==> src/crpc_pkg.sv <==
package crpc_pkg;

  // ---------------------------------------------------------------
  // Register indices (byte address is four times the index)
  // ---------------------------------------------------------------
  localparam logic [5:0] IDX_CARD_SELECT = 6'h00;
  localparam logic [5:0] IDX_CARD_CLOCK_CONFIG = 6'h01;
  localparam logic [5:0] IDX_CLOCK_DIVIDER_VALUE = 6'h02;
  localparam logic [5:0] IDX_UART_CONTROL_TWO = 6'h03;
  localparam logic [5:0] IDX_GUARD_TIME = 6'h05;
  localparam logic [5:0] IDX_UART_CONTROL_ONE = 6'h06;
  localparam logic [5:0] IDX_POWER_CONTROL = 6'h07;
  localparam logic [5:0] IDX_TIMEOUT_CONFIG = 6'h08;
  localparam logic [5:0] IDX_TIMEOUT_RELOAD_LOW = 6'h09;
  localparam logic [5:0] IDX_TIMEOUT_RELOAD_MID = 6'h0a;
  localparam logic [5:0] IDX_TIMEOUT_RELOAD_HIGH = 6'h0b;
  localparam logic [5:0] IDX_FIFO_MIXED = 6'h0c;
  localparam logic [5:0] IDX_UART_DATA = 6'h0d;
  localparam logic [5:0] IDX_UART_STATUS = 6'h0e;
  localparam logic [5:0] IDX_HARDWARE_STATUS = 6'h0f;
  localparam logic [5:0] IDX_IRQ_STATUS = 6'h10;
  localparam logic [5:0] IDX_IRQ_MASK = 6'h11;

  // ---------------------------------------------------------------
  // Field positions
  // ---------------------------------------------------------------
  localparam int CS_RESET_RELEASE = 3;
  localparam int PC_START = 0;
  localparam int PC_THREE_VOLT = 1;
  localparam int PC_RESET_LEVEL = 2;
  localparam int PC_LOW_VOLTAGE = 3;
  localparam int UC1_TX_RX = 3;
  localparam int UC1_LAST_CHAR = 2;
  localparam int MS_PRESENT = 2;
  localparam int HS_SUPPLY_LOW = 4;
  localparam int HS_PRES_TOGGLE = 2;
  localparam int IRQ_EMERGENCY = 0;
  localparam int IRQ_ACTIVATED = 1;
  localparam int IRQ_DEACTIVATED = 2;
  localparam int IRQ_PRESENCE = 3;

  // ---------------------------------------------------------------
  // Reset values and writable masks
  // ---------------------------------------------------------------
  localparam logic [7:0] RST_REG = 8'h00;
  localparam logic [7:0] MASK_POWER_CONTROL = 8'h0f;
  localparam logic [7:0] MASK_CARD_CLOCK = 8'h3f;
  localparam logic [7:0] MASK_UART_ONE = 8'h7f;
  localparam logic [7:0] MASK_FIFO_CONTROL = 8'h77;
  localparam logic [7:0] MASK_CARD_SELECT = 8'h08;
  localparam logic [3:0] MASK_IRQ = 4'hf;

  // ---------------------------------------------------------------
  // Supply select encodings and sequencer timing
  // ---------------------------------------------------------------
  localparam logic [1:0] VSEL_5V = 2'h0;
  localparam logic [1:0] VSEL_3V = 2'h1;
  localparam logic [1:0] VSEL_1V8 = 2'h2;
  localparam int CLK_PERIOD_PS = 5000;
  localparam int STEP_TIME_NS = 1000;
  localparam int STEP_CYCLES =
    (STEP_TIME_NS * 1000 + CLK_PERIOD_PS - 1) / CLK_PERIOD_PS;

  typedef enum logic [2:0] {
    SEQ_IDLE, SEQ_CONV, SEQ_RAMP, SEQ_IO, SEQ_ACTIVE,
    SEQ_D_RST, SEQ_D_IO, SEQ_D_VCC
  } crpc_seq_type;

endpackage

==> src/crpc_regs.sv <==
// Register access over APB was left to the implementer.
`timescale 1ns/1ps
module crpc_regs #(
  parameter int STEP_CYCLES = crpc_pkg::STEP_CYCLES
) (
  input wire logic pclk,
  input wire logic presetn,
  input wire logic [7:0] paddr,
  input wire logic psel,
  input wire logic penable,
  input wire logic pwrite,
  input wire logic [31:0] pwdata,
  output logic [31:0] prdata,
  output logic pready,
  output logic pslverr,
  input wire logic card_present,
  input wire logic supply_ok,
  input wire logic fault_overcurrent,
  input wire logic fault_overheat,
  input wire logic rx_strobe,
  input wire logic [7:0] rx_byte,
  input wire logic [7:0] uart_status_in,
  input wire logic last_char_done,
  output logic conv_en,
  output logic vcc_en,
  output logic [1:0] vcc_sel,
  output logic io_en,
  output logic card_clk_en,
  output logic card_rst,
  output logic [7:0] tx_byte,
  output logic tx_strobe,
  output logic [23:0] timeout_reload,
  output logic [7:0] timeout_config,
  output logic [7:0] card_clock_config,
  output logic [7:0] fifo_control,
  output logic irq
);

  // ---------------------------------------------------------------
  // Pin synchronisers
  // ---------------------------------------------------------------
  logic [3:0] pin_raw;
  logic [3:0] pin_s1_ff;
  logic [3:0] pin_s2_ff;
  logic [3:0] pin_s3_ff;
  logic [3:0] pin_ff;
  assign pin_raw = {fault_overheat, fault_overcurrent, supply_ok,
                    card_present};

  genvar gi;
  generate
    for (gi = 0; gi < 4; gi++) begin : g_sync
      always_ff @(posedge pclk or negedge presetn) begin
        if (!presetn) begin
          pin_s1_ff[gi] <= 1'b0;
          pin_s2_ff[gi] <= 1'b0;
          pin_s3_ff[gi] <= 1'b0;
          pin_ff[gi] <= 1'b0;
        end else begin
          pin_s1_ff[gi] <= pin_raw[gi];
          pin_s2_ff[gi] <= pin_s1_ff[gi];
          pin_s3_ff[gi] <= pin_s2_ff[gi];
          // Glitch filter: counted once two stages agree
          if (pin_s2_ff[gi] == pin_s3_ff[gi]) begin
            pin_ff[gi] <= pin_s3_ff[gi];
          end
        end
      end
    end
  endgenerate

  logic present;
  logic supply_good;
  logic fault;
  assign present = pin_ff[0];
  assign supply_good = pin_ff[1];
  assign fault = pin_ff[2] | pin_ff[3];

  // ---------------------------------------------------------------
  // APB access
  // ---------------------------------------------------------------
  logic pready_ff;
  logic [31:0] prdata_ff;
  logic pslverr_ff;
  logic [5:0] idx;
  logic acc;
  logic wr_en;
  logic rd_en;
  logic [7:0] wdata;
  assign idx = paddr[7:2];
  assign acc = psel & penable & pready_ff;
  assign wr_en = acc & pwrite;
  assign rd_en = acc & ~pwrite;
  assign wdata = pwdata[7:0];

  // ---------------------------------------------------------------
  // Register storage
  // ---------------------------------------------------------------
  logic [7:0] csr_ff, ccr_ff, pdr_ff, uart_control_two_ff, gtr_ff, uart_control_one_ff, pcr_ff;
  logic [7:0] toc_ff, timeout_reload_low_ff, timeout_reload_mid_ff, timeout_reload_high_ff, fcr_ff;
  logic [7:0] urr_ff, utr_ff, usr_ff;
  logic [3:0] irq_stat_ff, irq_mask_ff;
  logic supl_ff, prl_ff, pres_d_ff, tx_strobe_ff, irq_ff;
  logic card_interface_reset_release;
  assign card_interface_reset_release = csr_ff[crpc_pkg::CS_RESET_RELEASE];

  crpc_pkg::crpc_seq_type state_ff;
  logic session_on, emergency, ok_to_start, start_req, stop_req;
  logic pcr_wr;
  assign session_on = (state_ff == crpc_pkg::SEQ_CONV) ||
    (state_ff == crpc_pkg::SEQ_RAMP) || (state_ff == crpc_pkg::SEQ_IO) ||
    (state_ff == crpc_pkg::SEQ_ACTIVE);
  assign emergency = session_on & (~present | ~supply_good | fault);
  assign ok_to_start = present & supply_good & ~fault;
  assign pcr_wr = wr_en && (idx == crpc_pkg::IDX_POWER_CONTROL);
  assign start_req = pcr_wr && wdata[crpc_pkg::PC_START] &&
    (state_ff == crpc_pkg::SEQ_IDLE) && ok_to_start;
  assign stop_req = pcr_wr && !wdata[crpc_pkg::PC_START] && session_on;

  always_ff @(posedge pclk or negedge presetn) begin
    if (!presetn) begin
      csr_ff <= crpc_pkg::RST_REG;
      ccr_ff <= crpc_pkg::RST_REG;
      pdr_ff <= crpc_pkg::RST_REG;
      uart_control_two_ff <= crpc_pkg::RST_REG;
      gtr_ff <= crpc_pkg::RST_REG;
      fcr_ff <= crpc_pkg::RST_REG;
      timeout_reload_low_ff <= crpc_pkg::RST_REG;
      timeout_reload_mid_ff <= crpc_pkg::RST_REG;
      timeout_reload_high_ff <= crpc_pkg::RST_REG;
    end else if (wr_en) begin
      case (idx)
        crpc_pkg::IDX_CARD_SELECT:
          csr_ff <= wdata & crpc_pkg::MASK_CARD_SELECT;
        crpc_pkg::IDX_CARD_CLOCK_CONFIG:
          ccr_ff <= wdata & crpc_pkg::MASK_CARD_CLOCK;
        crpc_pkg::IDX_CLOCK_DIVIDER_VALUE: pdr_ff <= wdata;
        crpc_pkg::IDX_UART_CONTROL_TWO: uart_control_two_ff <= wdata;
        crpc_pkg::IDX_GUARD_TIME: gtr_ff <= wdata;
        crpc_pkg::IDX_FIFO_MIXED:
          fcr_ff <= wdata & crpc_pkg::MASK_FIFO_CONTROL;
        crpc_pkg::IDX_TIMEOUT_RELOAD_LOW: timeout_reload_low_ff <= wdata;
        crpc_pkg::IDX_TIMEOUT_RELOAD_MID: timeout_reload_mid_ff <= wdata;
        crpc_pkg::IDX_TIMEOUT_RELOAD_HIGH: timeout_reload_high_ff <= wdata;
        default: ;
      endcase
    end
  end

  always_ff @(posedge pclk or negedge presetn) begin
    if (!presetn) begin
      toc_ff <= crpc_pkg::RST_REG;
      urr_ff <= crpc_pkg::RST_REG;
      utr_ff <= crpc_pkg::RST_REG;
      usr_ff <= crpc_pkg::RST_REG;
      uart_control_one_ff <= crpc_pkg::RST_REG;
      tx_strobe_ff <= 1'b0;
    end else if (!card_interface_reset_release) begin
      toc_ff <= crpc_pkg::RST_REG;
      urr_ff <= crpc_pkg::RST_REG;
      utr_ff <= crpc_pkg::RST_REG;
      usr_ff <= crpc_pkg::RST_REG;
      // Other mode bits stay writable while the interface is held
      if (wr_en && idx == crpc_pkg::IDX_UART_CONTROL_ONE) begin
        uart_control_one_ff <= wdata & crpc_pkg::MASK_UART_ONE;
      end
      uart_control_one_ff[crpc_pkg::UC1_TX_RX] <= 1'b0;
      uart_control_one_ff[crpc_pkg::UC1_LAST_CHAR] <= 1'b0;
      tx_strobe_ff <= 1'b0;
    end else begin
      usr_ff <= uart_status_in;
      if (rx_strobe) begin
        urr_ff <= rx_byte;
      end
      if (wr_en && idx == crpc_pkg::IDX_TIMEOUT_CONFIG) begin
        toc_ff <= wdata;
      end
      // Transmit takes writes, receive answers reads
      tx_strobe_ff <= wr_en && (idx == crpc_pkg::IDX_UART_DATA);
      if (wr_en && idx == crpc_pkg::IDX_UART_DATA) begin
        utr_ff <= wdata;
      end
      if (wr_en && idx == crpc_pkg::IDX_UART_CONTROL_ONE) begin
        uart_control_one_ff <= wdata & crpc_pkg::MASK_UART_ONE;
      end else if (last_char_done && uart_control_one_ff[crpc_pkg::UC1_LAST_CHAR]) begin
        // End of last character returns the UART to reception
        uart_control_one_ff[crpc_pkg::UC1_TX_RX] <= 1'b0;
        uart_control_one_ff[crpc_pkg::UC1_LAST_CHAR] <= 1'b0;
      end
    end
  end

  always_ff @(posedge pclk or negedge presetn) begin
    if (!presetn) begin
      pcr_ff <= crpc_pkg::RST_REG;
    end else if (emergency) begin
      // Hardware clear beats a same-cycle write
      pcr_ff[crpc_pkg::PC_START] <= 1'b0;
    end else if (pcr_wr) begin
      pcr_ff <= wdata & crpc_pkg::MASK_POWER_CONTROL;
      // Refused start leaves the bit low
      if (wdata[crpc_pkg::PC_START] && !start_req && !session_on) begin
        pcr_ff[crpc_pkg::PC_START] <= 1'b0;
      end
    end
  end

  // ---------------------------------------------------------------
  // Activation / deactivation sequencer
  // ---------------------------------------------------------------
  logic [15:0] timer_ff;
  logic step_done;
  assign step_done = (timer_ff == 16'(STEP_CYCLES - 1));

  always_ff @(posedge pclk or negedge presetn) begin
    if (!presetn) begin
      state_ff <= crpc_pkg::SEQ_IDLE;
      timer_ff <= 16'h0000;
    end else begin
      timer_ff <= step_done ? 16'h0000 : timer_ff + 16'h0001;
      case (state_ff)
        crpc_pkg::SEQ_IDLE: begin
          timer_ff <= 16'h0000;
          if (start_req) begin
            state_ff <= crpc_pkg::SEQ_CONV;
          end
        end
        crpc_pkg::SEQ_CONV, crpc_pkg::SEQ_RAMP, crpc_pkg::SEQ_IO: begin
          if (emergency || stop_req) begin
            state_ff <= crpc_pkg::SEQ_D_RST;
            timer_ff <= 16'h0000;
          end else if (step_done) begin
            state_ff <= (state_ff == crpc_pkg::SEQ_CONV) ?
              crpc_pkg::SEQ_RAMP : (state_ff == crpc_pkg::SEQ_RAMP) ?
              crpc_pkg::SEQ_IO : crpc_pkg::SEQ_ACTIVE;
          end
        end
        crpc_pkg::SEQ_ACTIVE: begin
          timer_ff <= 16'h0000;
          if (emergency || stop_req) begin
            state_ff <= crpc_pkg::SEQ_D_RST;
          end
        end
        crpc_pkg::SEQ_D_RST: begin
          if (step_done) begin
            state_ff <= crpc_pkg::SEQ_D_IO;
          end
        end
        crpc_pkg::SEQ_D_IO: begin
          if (step_done) begin
            state_ff <= crpc_pkg::SEQ_D_VCC;
          end
        end
        crpc_pkg::SEQ_D_VCC: begin
          if (step_done) begin
            state_ff <= crpc_pkg::SEQ_IDLE;
          end
        end
        default: state_ff <= crpc_pkg::SEQ_IDLE;
      endcase
    end
  end

  // Contact drivers; reset and clock drop in the same cycle, ahead of I/O and supply
  logic conv_ff, vcc_ff, io_ff, clk_ff, rst_ff;
  logic [1:0] vsel_ff;
  always_ff @(posedge pclk or negedge presetn) begin
    if (!presetn) begin
      conv_ff <= 1'b0;
      vcc_ff <= 1'b0;
      io_ff <= 1'b0;
      clk_ff <= 1'b0;
      rst_ff <= 1'b0;
    end else begin
      conv_ff <= (state_ff != crpc_pkg::SEQ_IDLE);
      vcc_ff <= session_on && state_ff != crpc_pkg::SEQ_CONV ||
        state_ff == crpc_pkg::SEQ_D_RST || state_ff == crpc_pkg::SEQ_D_IO ||
        state_ff == crpc_pkg::SEQ_D_VCC;
      io_ff <= state_ff == crpc_pkg::SEQ_IO ||
        state_ff == crpc_pkg::SEQ_ACTIVE || state_ff == crpc_pkg::SEQ_D_RST;
      clk_ff <= (state_ff == crpc_pkg::SEQ_ACTIVE);
      // Reset contact copies the level bit only in SEQ_ACTIVE
      rst_ff <= (state_ff == crpc_pkg::SEQ_ACTIVE) &&
        pcr_ff[crpc_pkg::PC_RESET_LEVEL];
    end
  end

  always_ff @(posedge pclk or negedge presetn) begin
    if (!presetn) begin
      vsel_ff <= crpc_pkg::VSEL_5V;
    end else if (pcr_ff[crpc_pkg::PC_LOW_VOLTAGE]) begin
      vsel_ff <= crpc_pkg::VSEL_1V8;
    end else begin
      vsel_ff <= pcr_ff[crpc_pkg::PC_THREE_VOLT] ? crpc_pkg::VSEL_3V :
        crpc_pkg::VSEL_5V;
    end
  end

  // ---------------------------------------------------------------
  // Hardware status and interrupts
  // ---------------------------------------------------------------
  logic hsr_rd, pres_tgl, act_evt, deact_evt;
  logic [3:0] irq_evt;
  assign hsr_rd = rd_en && (idx == crpc_pkg::IDX_HARDWARE_STATUS);
  assign pres_tgl = present ^ pres_d_ff;
  assign act_evt = (state_ff == crpc_pkg::SEQ_IO) && step_done &&
    !emergency && !stop_req;
  assign deact_evt = (state_ff == crpc_pkg::SEQ_D_VCC) && step_done;
  assign irq_evt = {pres_tgl, deact_evt, act_evt, emergency};

  always_ff @(posedge pclk or negedge presetn) begin
    if (!presetn) begin
      pres_d_ff <= 1'b0;
      supl_ff <= 1'b0;
      prl_ff <= 1'b0;
    end else begin
      pres_d_ff <= present;
      // Sticky until read; a new event in the read cycle is kept
      supl_ff <= !supply_good || (supl_ff && !hsr_rd);
      prl_ff <= pres_tgl || (prl_ff && !hsr_rd);
    end
  end

  always_ff @(posedge pclk or negedge presetn) begin
    if (!presetn) begin
      irq_stat_ff <= 4'h0;
      irq_mask_ff <= 4'h0;
      irq_ff <= 1'b0;
    end else begin
      if (wr_en && idx == crpc_pkg::IDX_IRQ_STATUS) begin
        irq_stat_ff <= (irq_stat_ff & ~wdata[3:0]) | irq_evt;
      end else begin
        irq_stat_ff <= irq_stat_ff | irq_evt;
      end
      if (wr_en && idx == crpc_pkg::IDX_IRQ_MASK) begin
        irq_mask_ff <= wdata[3:0] & crpc_pkg::MASK_IRQ;
      end
      irq_ff <= |(irq_stat_ff & irq_mask_ff);
    end
  end

  // ---------------------------------------------------------------
  // Read mux and APB answer
  // ---------------------------------------------------------------
  logic [7:0] rd_mux;
  logic bad;
  always_comb begin
    rd_mux = 8'h00;
    bad = 1'b0;
    case (idx)
      crpc_pkg::IDX_CARD_SELECT: rd_mux = csr_ff;
      crpc_pkg::IDX_CARD_CLOCK_CONFIG: rd_mux = ccr_ff;
      crpc_pkg::IDX_CLOCK_DIVIDER_VALUE: rd_mux = pdr_ff;
      crpc_pkg::IDX_UART_CONTROL_TWO: rd_mux = uart_control_two_ff;
      crpc_pkg::IDX_GUARD_TIME: rd_mux = gtr_ff;
      crpc_pkg::IDX_UART_CONTROL_ONE: rd_mux = uart_control_one_ff;
      crpc_pkg::IDX_POWER_CONTROL: rd_mux = pcr_ff;
      crpc_pkg::IDX_TIMEOUT_CONFIG: rd_mux = toc_ff;
      crpc_pkg::IDX_TIMEOUT_RELOAD_LOW, crpc_pkg::IDX_TIMEOUT_RELOAD_MID,
      crpc_pkg::IDX_TIMEOUT_RELOAD_HIGH: rd_mux = 8'h00;
      crpc_pkg::IDX_FIFO_MIXED: rd_mux[crpc_pkg::MS_PRESENT] = present;
      crpc_pkg::IDX_UART_DATA: rd_mux = urr_ff;
      crpc_pkg::IDX_UART_STATUS: begin
        rd_mux = usr_ff;
        bad = pwrite;
      end
      crpc_pkg::IDX_HARDWARE_STATUS: begin
        rd_mux[crpc_pkg::HS_SUPPLY_LOW] = supl_ff;
        rd_mux[crpc_pkg::HS_PRES_TOGGLE] = prl_ff;
        bad = pwrite;
      end
      crpc_pkg::IDX_IRQ_STATUS: rd_mux = {4'h0, irq_stat_ff};
      crpc_pkg::IDX_IRQ_MASK: rd_mux = {4'h0, irq_mask_ff};
      default: bad = 1'b1;
    endcase
  end

  always_ff @(posedge pclk or negedge presetn) begin
    if (!presetn) begin
      pready_ff <= 1'b0;
      prdata_ff <= 32'h0000_0000;
      pslverr_ff <= 1'b0;
    end else begin
      pready_ff <= psel & penable & ~pready_ff;
      prdata_ff <= (psel & penable & ~pready_ff & ~pwrite) ?
        {24'h00_0000, rd_mux} : 32'h0000_0000;
      pslverr_ff <= psel & penable & ~pready_ff & bad;
    end
  end

  assign prdata = prdata_ff;
  assign pready = pready_ff;
  assign pslverr = pslverr_ff;
  assign conv_en = conv_ff;
  assign vcc_en = vcc_ff;
  assign vcc_sel = vsel_ff;
  assign io_en = io_ff;
  assign card_clk_en = clk_ff;
  assign card_rst = rst_ff;
  assign tx_byte = utr_ff;
  assign tx_strobe = tx_strobe_ff;
  assign timeout_reload = {timeout_reload_high_ff, timeout_reload_mid_ff, timeout_reload_low_ff};
  assign timeout_config = toc_ff;
  assign card_clock_config = ccr_ff;
  assign fifo_control = fcr_ff;
  assign irq = irq_ff;
endmodule

==> config.mk <==
export PLATFORM = sky130hd
export DESIGN_NAME = crpc_regs
export DESIGN_NICKNAME = d
export VERILOG_FILES = /design/src/crpc_pkg.sv /design/src/crpc_regs.sv
export SDC_FILE = /design/constraint.sdc
export NUM_CORES = 1
export LEC_CHECK = 0
export CORE_UTILIZATION = 50
export DETAILED_ROUTE_END_ITERATION = 8
export DONT_BUFFER_PORTS = 1
export GPL_TIMING_DRIVEN = 0
export PLACE_DENSITY_LB_ADDON = 0.15
export SETUP_SLACK_MARGIN = 0.05
export SLEW_MARGIN = 15
export SYNTH_ARGS = -nofsm -noshare
export SYNTH_HDL_FRONTEND = slang
export SYNTH_SLANG_ARGS = --single-unit
==> constraint.sdc <==
create_clock -name pclk -period 5.4 [get_ports pclk]
set_clock_uncertainty 0.1 [all_clocks]
set_input_delay 0 -clock pclk [delete_from_list [all_inputs] [get_ports pclk]]
set_output_delay 0 -clock pclk [all_outputs]
set_load 0.005 [all_outputs]
==> metrics, run 1 <==
clock slew at reported path FFs=70 ps; Finished Core Util=61.2%; Die Height=126 µm; Root Driver=clkbuf_16; critical path type=register to register; number of setup buffers added after CTS=0; CP startpoint kind=register; Commonest cells post-synth=dfrtp_1, mux2_2, nand2_1; vias in the first global route=5,359; pin count of the biggest net entering global routing=170; Vias/cell=5.68; synthesized instance count=641; max-slew violation count=0; cts repair resizes=0; # IOs=166; gr ovfl total=0; asr flop ratio synth=100%; DP HPWL=12,900 µm; RSZ-0062 raised after global routing=false; Final #Nets=797; GRT Total Usage=25.2%; HP Class=primary input to register; area leader, netlist=dfrtp_1; Die W=126 µm; relative slew slack=43.3%; Longest Clk Path Bufs=2; Period minus WS final=2520 ps; global-route wire length before repair=29,900 µm; Synth cell types=58; Starting Density=51.9%; initial DRC count=407; Power Density=298 nW/µm²; RePlAce Congestion=0.881; Row Count=44; Power, Total=2.68 mW; drt total wl=18,900 µm; Final setup viols=0; Synth warnings=0; worst-margin pin slew=850 ps; CP Max Fanout=10; post-route setup TNS=0 ps; Post-synth EDFFs=0; failing checks=DRC; top-count cell post-synth=dfrtp_1; CTS buffer count=17; TritonCTS clock tree=built; Core Area=14,700 µm²; CP arrival=2740 ps; Area Growth Syn to Fin=17.9%; # port buffers=0; post-synthesis sequential area ratio=55.5%; final hold vios=0; Top FF cell, synth=dfrtp_1; status=complete, but fails checks; Die Area=15,800 µm²; Routed wire per std cell=20.4 µm; initial antenna violation count=0; Synth top area share=55.5%; Worst setup EP type=register; post-route cell area=8990 µm²; Max Fclk=397 MHz; DP Area=7960 µm²; share of cells above drive strength 1=22.1%; n_diodes=0; DRT antenna net count=0; Seq cells post-synth=169; largest cells by area after synthesis=dfrtp_1, mux2_2, mux2i_1; VDD IR max=245 µV; H-tree depth=4; syn_area_per_cell=11.9 µm²; Initial DRT Pass Iterations=8; Crit path required time=5620 ps; via count=5,264; drc violations=11; Clk Latency, worst-skew pair=440 ps; max-cap violation count=0; Leak=4.07 nW; Cell Area, Synth=7630 µm²; crit share post-route=46.6%; clk sinks=169
[kinds of logic after synthesis]
logic type / synth area share, %
compound gates: 8.11
xor+xnor: 1.84
fa+ha+maj: 0.689
buf+inv: 5.43
flops: 55.5
mux: 15.0
other cells: 0.0492
simple gates: 13.5
[cell usage in the layout, fill, tap and decap left out, types with 6 or more instances in the layout]
cell type / Yosys / final
a31oi_1: 6 / 6
and2_1: 10 / 10
nor3_1: 9 / 9
a21boi_0: 10 / 10
dlygate4sd3_1: 0 / 41
inv_1: 8 / 8
dfrtp_1: 169 / 169
a221oi_1: 6 / 6
nor3_2: 7 / 7
nand2_1: 43 / 43
conb_1: 1 / 28
mux2_2: 78 / 78
nand3_1: 21 / 21
o21ai_0: 10 / 10
clkbuf_16: 0 / 17
xor2_1: 8 / 8
mux2i_1: 24 / 24
clkbuf_1: 24 / 24
nor2_1: 38 / 38
nor2b_1: 22 / 22
a21oi_1: 12 / 12
buf_4: 30 / 30
xnor2_1: 8 / 8
a22oi_1: 10 / 10
[where the power goes]
part	switching (mW)	internal, mW	total [mW]
registers	0.0116	1.28	1.29
logic	0.0939	0.0666	0.161
clock network	0.516	0.708	1.22
total	0.621	2.06	2.68
[flip-flops by register name, indices dropped and copies added, names as in the netlist, 6 cells and up]
signal	cells
timer_ff	16
gtr_ff	8
pdr_ff	8
prdata	8
timeout_config	8
timeout_reload_high_ff	8
timeout_reload_low_ff	8
timeout_reload_mid_ff	8
tx_byte	8
uart_control_two_ff	8
urr_ff	8
usr_ff	8
uart_control_one_ff	7
card_clock_config	6
fifo_control	6
[through the flow]
step                std cells  hold slack [ps]  worst slack, ps
global placement          852             -390             2960
floorplan                 668             -396             3450
global route              926             8.97             2730
finish                    926             8.56             2880
CTS                       926            0.195             2930
detailed placement        852             -390             2930
[routing by layer]
metal,wire length [µm],part of all wire (%),track usage [%]
met3,1540,8.2,7.49
met5,0,0,0
met4,484,2.6,10.3
met2,8740,46,38.5
met1,8110,43,33.8
[path summary, 6_finish.rpt]
kind	startpoint	endpoint	slack (ps)	depth (start not counted)
max	pready	tx_byte[5]	2880	6
min	rx_strobe	urr_ff[5]	9	3
max reg2reg	pready	tx_byte[5]	2880	6
min reg2reg	pin_s1_ff[1]	pin_s2_ff[1]	250	0
max in group asynchronous	presetn	irq	4420	2
min in group asynchronous	presetn	tx_byte[4]	120	2
[repair_timing]
| item | 4_1_cts | 5_1_grt |
|---|---|---|
| setup endpoints to repair | 0 | 0 |
| endpoints found under the hold margin | 255 | 0 |
| hold buffers | 42 | 0 |
[critical path, stage by stage (launching register included)]
cell and delay (ps):
dfrtp_1 420, nand4_1 270, buf_1 360, nor3_1 240
buf_1 640, mux2i_1 280, nor2b_1 80
[layout make-up]
class                           count  area [µm²]
Clock buffer                       19         453
Sequential cell                   169        4230
Multi-Input combinational cell    427        3080
Clock inverter                     13         145
Fill cell                        1202        5710
Timing Repair Buffer               42         438
Tap cell                          184         230
Buffer                             64         384
Inverter                            8        30.0
No activity file was read; power rests on OpenSTA's default activity.
==> run 2, diff against run 1 <==
==> constraint.sdc (replaced) <==
create_clock -name pclk -period 2.05 [get_ports pclk]
set_clock_uncertainty 0.1 [all_clocks]
set_input_delay 0 -clock pclk [delete_from_list [all_inputs] [get_ports pclk]]
set_output_delay 0 -clock pclk [all_outputs]
set_load 0.005 [all_outputs]
==> run 2 against run 1 <==
Compared with the run above:
- the run ends with DRC, hold timing left
- largest cell class unchanged
- worst hold slack got worse by 850 ps
- via count rose by 2.4%
- setup slack got worse by 2800 ps
- global-route usage rose by 0.36 points
- critical path type is now primary input to register
- register-to-register slack got worse by 2800 ps
- first-iteration DRC count rose by 5.4%
- routed wire length rose by 1.8%
- core utilization rose by 1.9 points
- critical path depth rose by 1
- critical endpoint is now prdata[1]
- power rose to 2.6 times the previous value
==> metrics, run 2 (same netlist as run 1, synthesis figures left out) <==
status=complete, but fails checks; failing checks=DRC, hold timing; CP arrival=2220 ps; TritonCTS clock tree=built; n_diodes=0; VDD IR max=652 µV; pre-CTS setup slack=-422 ps; gr ovfl total=0; hold buffer count at CTS=42; # port buffers=0; RSZ-0062 raised after global routing=true; critical path type=primary input to register; Starting Density=51.9%; DP Area=7960 µm²; filler instances=1,153; Vias/cell=5.70; max-slew violation count=0; Pint=5.43 mW; RePlAce Congestion=0.881; drt total wl=19,200 µm; initial DRC count=429; global-route wire length before repair=30,300 µm; relative slew slack=48.0%; initial antenna violation count=0; Initial DRT Pass Iterations=9; Clk Latency, worst-skew pair=440 ps; commonest cells after routing, fill and taps aside=dfrtp_1, mux2_2, buf_4, dlygate4sd3_1, nand2_1; via count=5,388; sequential share of power=48.7%; Die Area=15,800 µm²; H-tree depth=4; post-route cell area=9280 µm²; Switching Share=22.5%; pin count of the biggest net entering global routing=170; Max Fclk=507 MHz; share of cells above drive strength 1=26.8%; DP HPWL=12,900 µm; Worst setup EP type=register; Root Driver=clkbuf_16; NetSw=1.58 mW; vias in the first global route=5,435; Comb power frac=5.3%; hold_ws=-844 ps; clk sinks=169; CP startpoint kind=primary input; Period minus WS final=1970 ps; Largest Register=timer_ff; clock slew at reported path FFs=60 ps; Crit path required time=2290 ps; setup ws final=76.8 ps; # IOs=166; worst-margin pin slew=777 ps; commonest non-fill, non-tap cell in the layout=dfrtp_1; DRT antenna net count=0; CP Max Fanout=10; Routed wire per std cell=20.3 µm; Final #Nets=816; GRT Total Usage=25.6%; max FFs per register=16; Row Count=44; Final setup viols=0; drc violations=11; Clk pwr share=46.0%; CTS buffer count=17; Power Density=755 nW/µm²; Power, Total=7.00 mW; origin of the critical flop-to-flop path=present; crit share post-route=96.3%; Storage cell area=4230 µm²; Area Growth Syn to Fin=21.7%; Longest Clk Path Bufs=2; Multi-input gate area=3200 µm²; Leak=4.27 nW; post-route setup TNS=0 ps; Die Height=126 µm; CP startpoint=paddr[4]; max-cap violation count=0; HP Class=primary input to asynchronous set/reset pin; Die W=126 µm; Finished Core Util=63.1%; final hold vios=175; Core Area=14,700 µm²
==> run 2: cell type report <==
type,count,area share [%]
Clock buffer,19,4.88
Buffer,63,4.23
Tap cell,184,2.48
Multi-Input combinational cell,427,34.5
Timing Repair Buffer,62,6.42
Sequential cell,169,45.6
Clock inverter,13,1.56
Inverter,8,0.324
==> run 2: worst paths after layout <==
kind                            slack, ps  cells after the start      endpoint
max in group asynchronous            2360                      0        pready
worst max-delay path                   80                      7     prdata[1]
worst max register to register         80                      5     prdata[2]
worst min-delay path                 -840                      0    tx_byte[4]
worst min register to register        250                      0  pin_s2_ff[1]
min in group pclk                    -290                      3     prdata[3]
==> run 2: routing by layer <==
| layer | share of wire, % | track usage (%) | up-vias | routed length, µm |
|---|---|---|---|---|
| li1 | - | - | 2431 | - |
| met1 | 42 | 33.9 | 2692 | 8160 |
| met2 | 47 | 39.5 | 234 | 8980 |
| met3 | 8.6 | 7.57 | 31 | 1650 |
| met4 | 2.2 | 10.3 | 0 | 427 |
| met5 | 0 | 0 | - | 0 |
==> run 2: power groups by stage <==
| stage | Clock, mW | Sequential, mW | Combinational [mW] |
|---|---|---|---|
| 2_1_floorplan | 0 | 3.46 | 0.213 |
| 3_3_place_gp | 0 | 3.47 | 0.267 |
| 3_5_place_dp | 0 | 3.47 | 0.270 |
| 4_1_cts | 3.28 | 3.41 | 0.360 |
| 5_1_grt | 3.40 | 3.41 | 0.402 |
| 6_report | 3.22 | 3.41 | 0.374 |
==> run 2: critical path, cell delays in order <==
cell	delay (ps)
buf_2	160
nor4_1	370
dlygate4sd3_1	610
clkbuf_1	450
a32oi_1	180
and3_1	230
a21oi_1	210
==> run 2: what timing repair did <==
item	4_1_cts	5_1_grt
buffers inserted	15	5
setup endpoints to repair	106	62
pin swaps	8	3
hold endpoints to repair	253	174
resized for setup	18	20
==> run 2: metrics by stage <==
step	std cells	hold slack, ps
2_1_floorplan	668	-396
3_3_place_gp	852	-390
3_5_place_dp	852	-390
4_1_cts	941	-861
5_1_grt	945	-865
6_report	945	-844
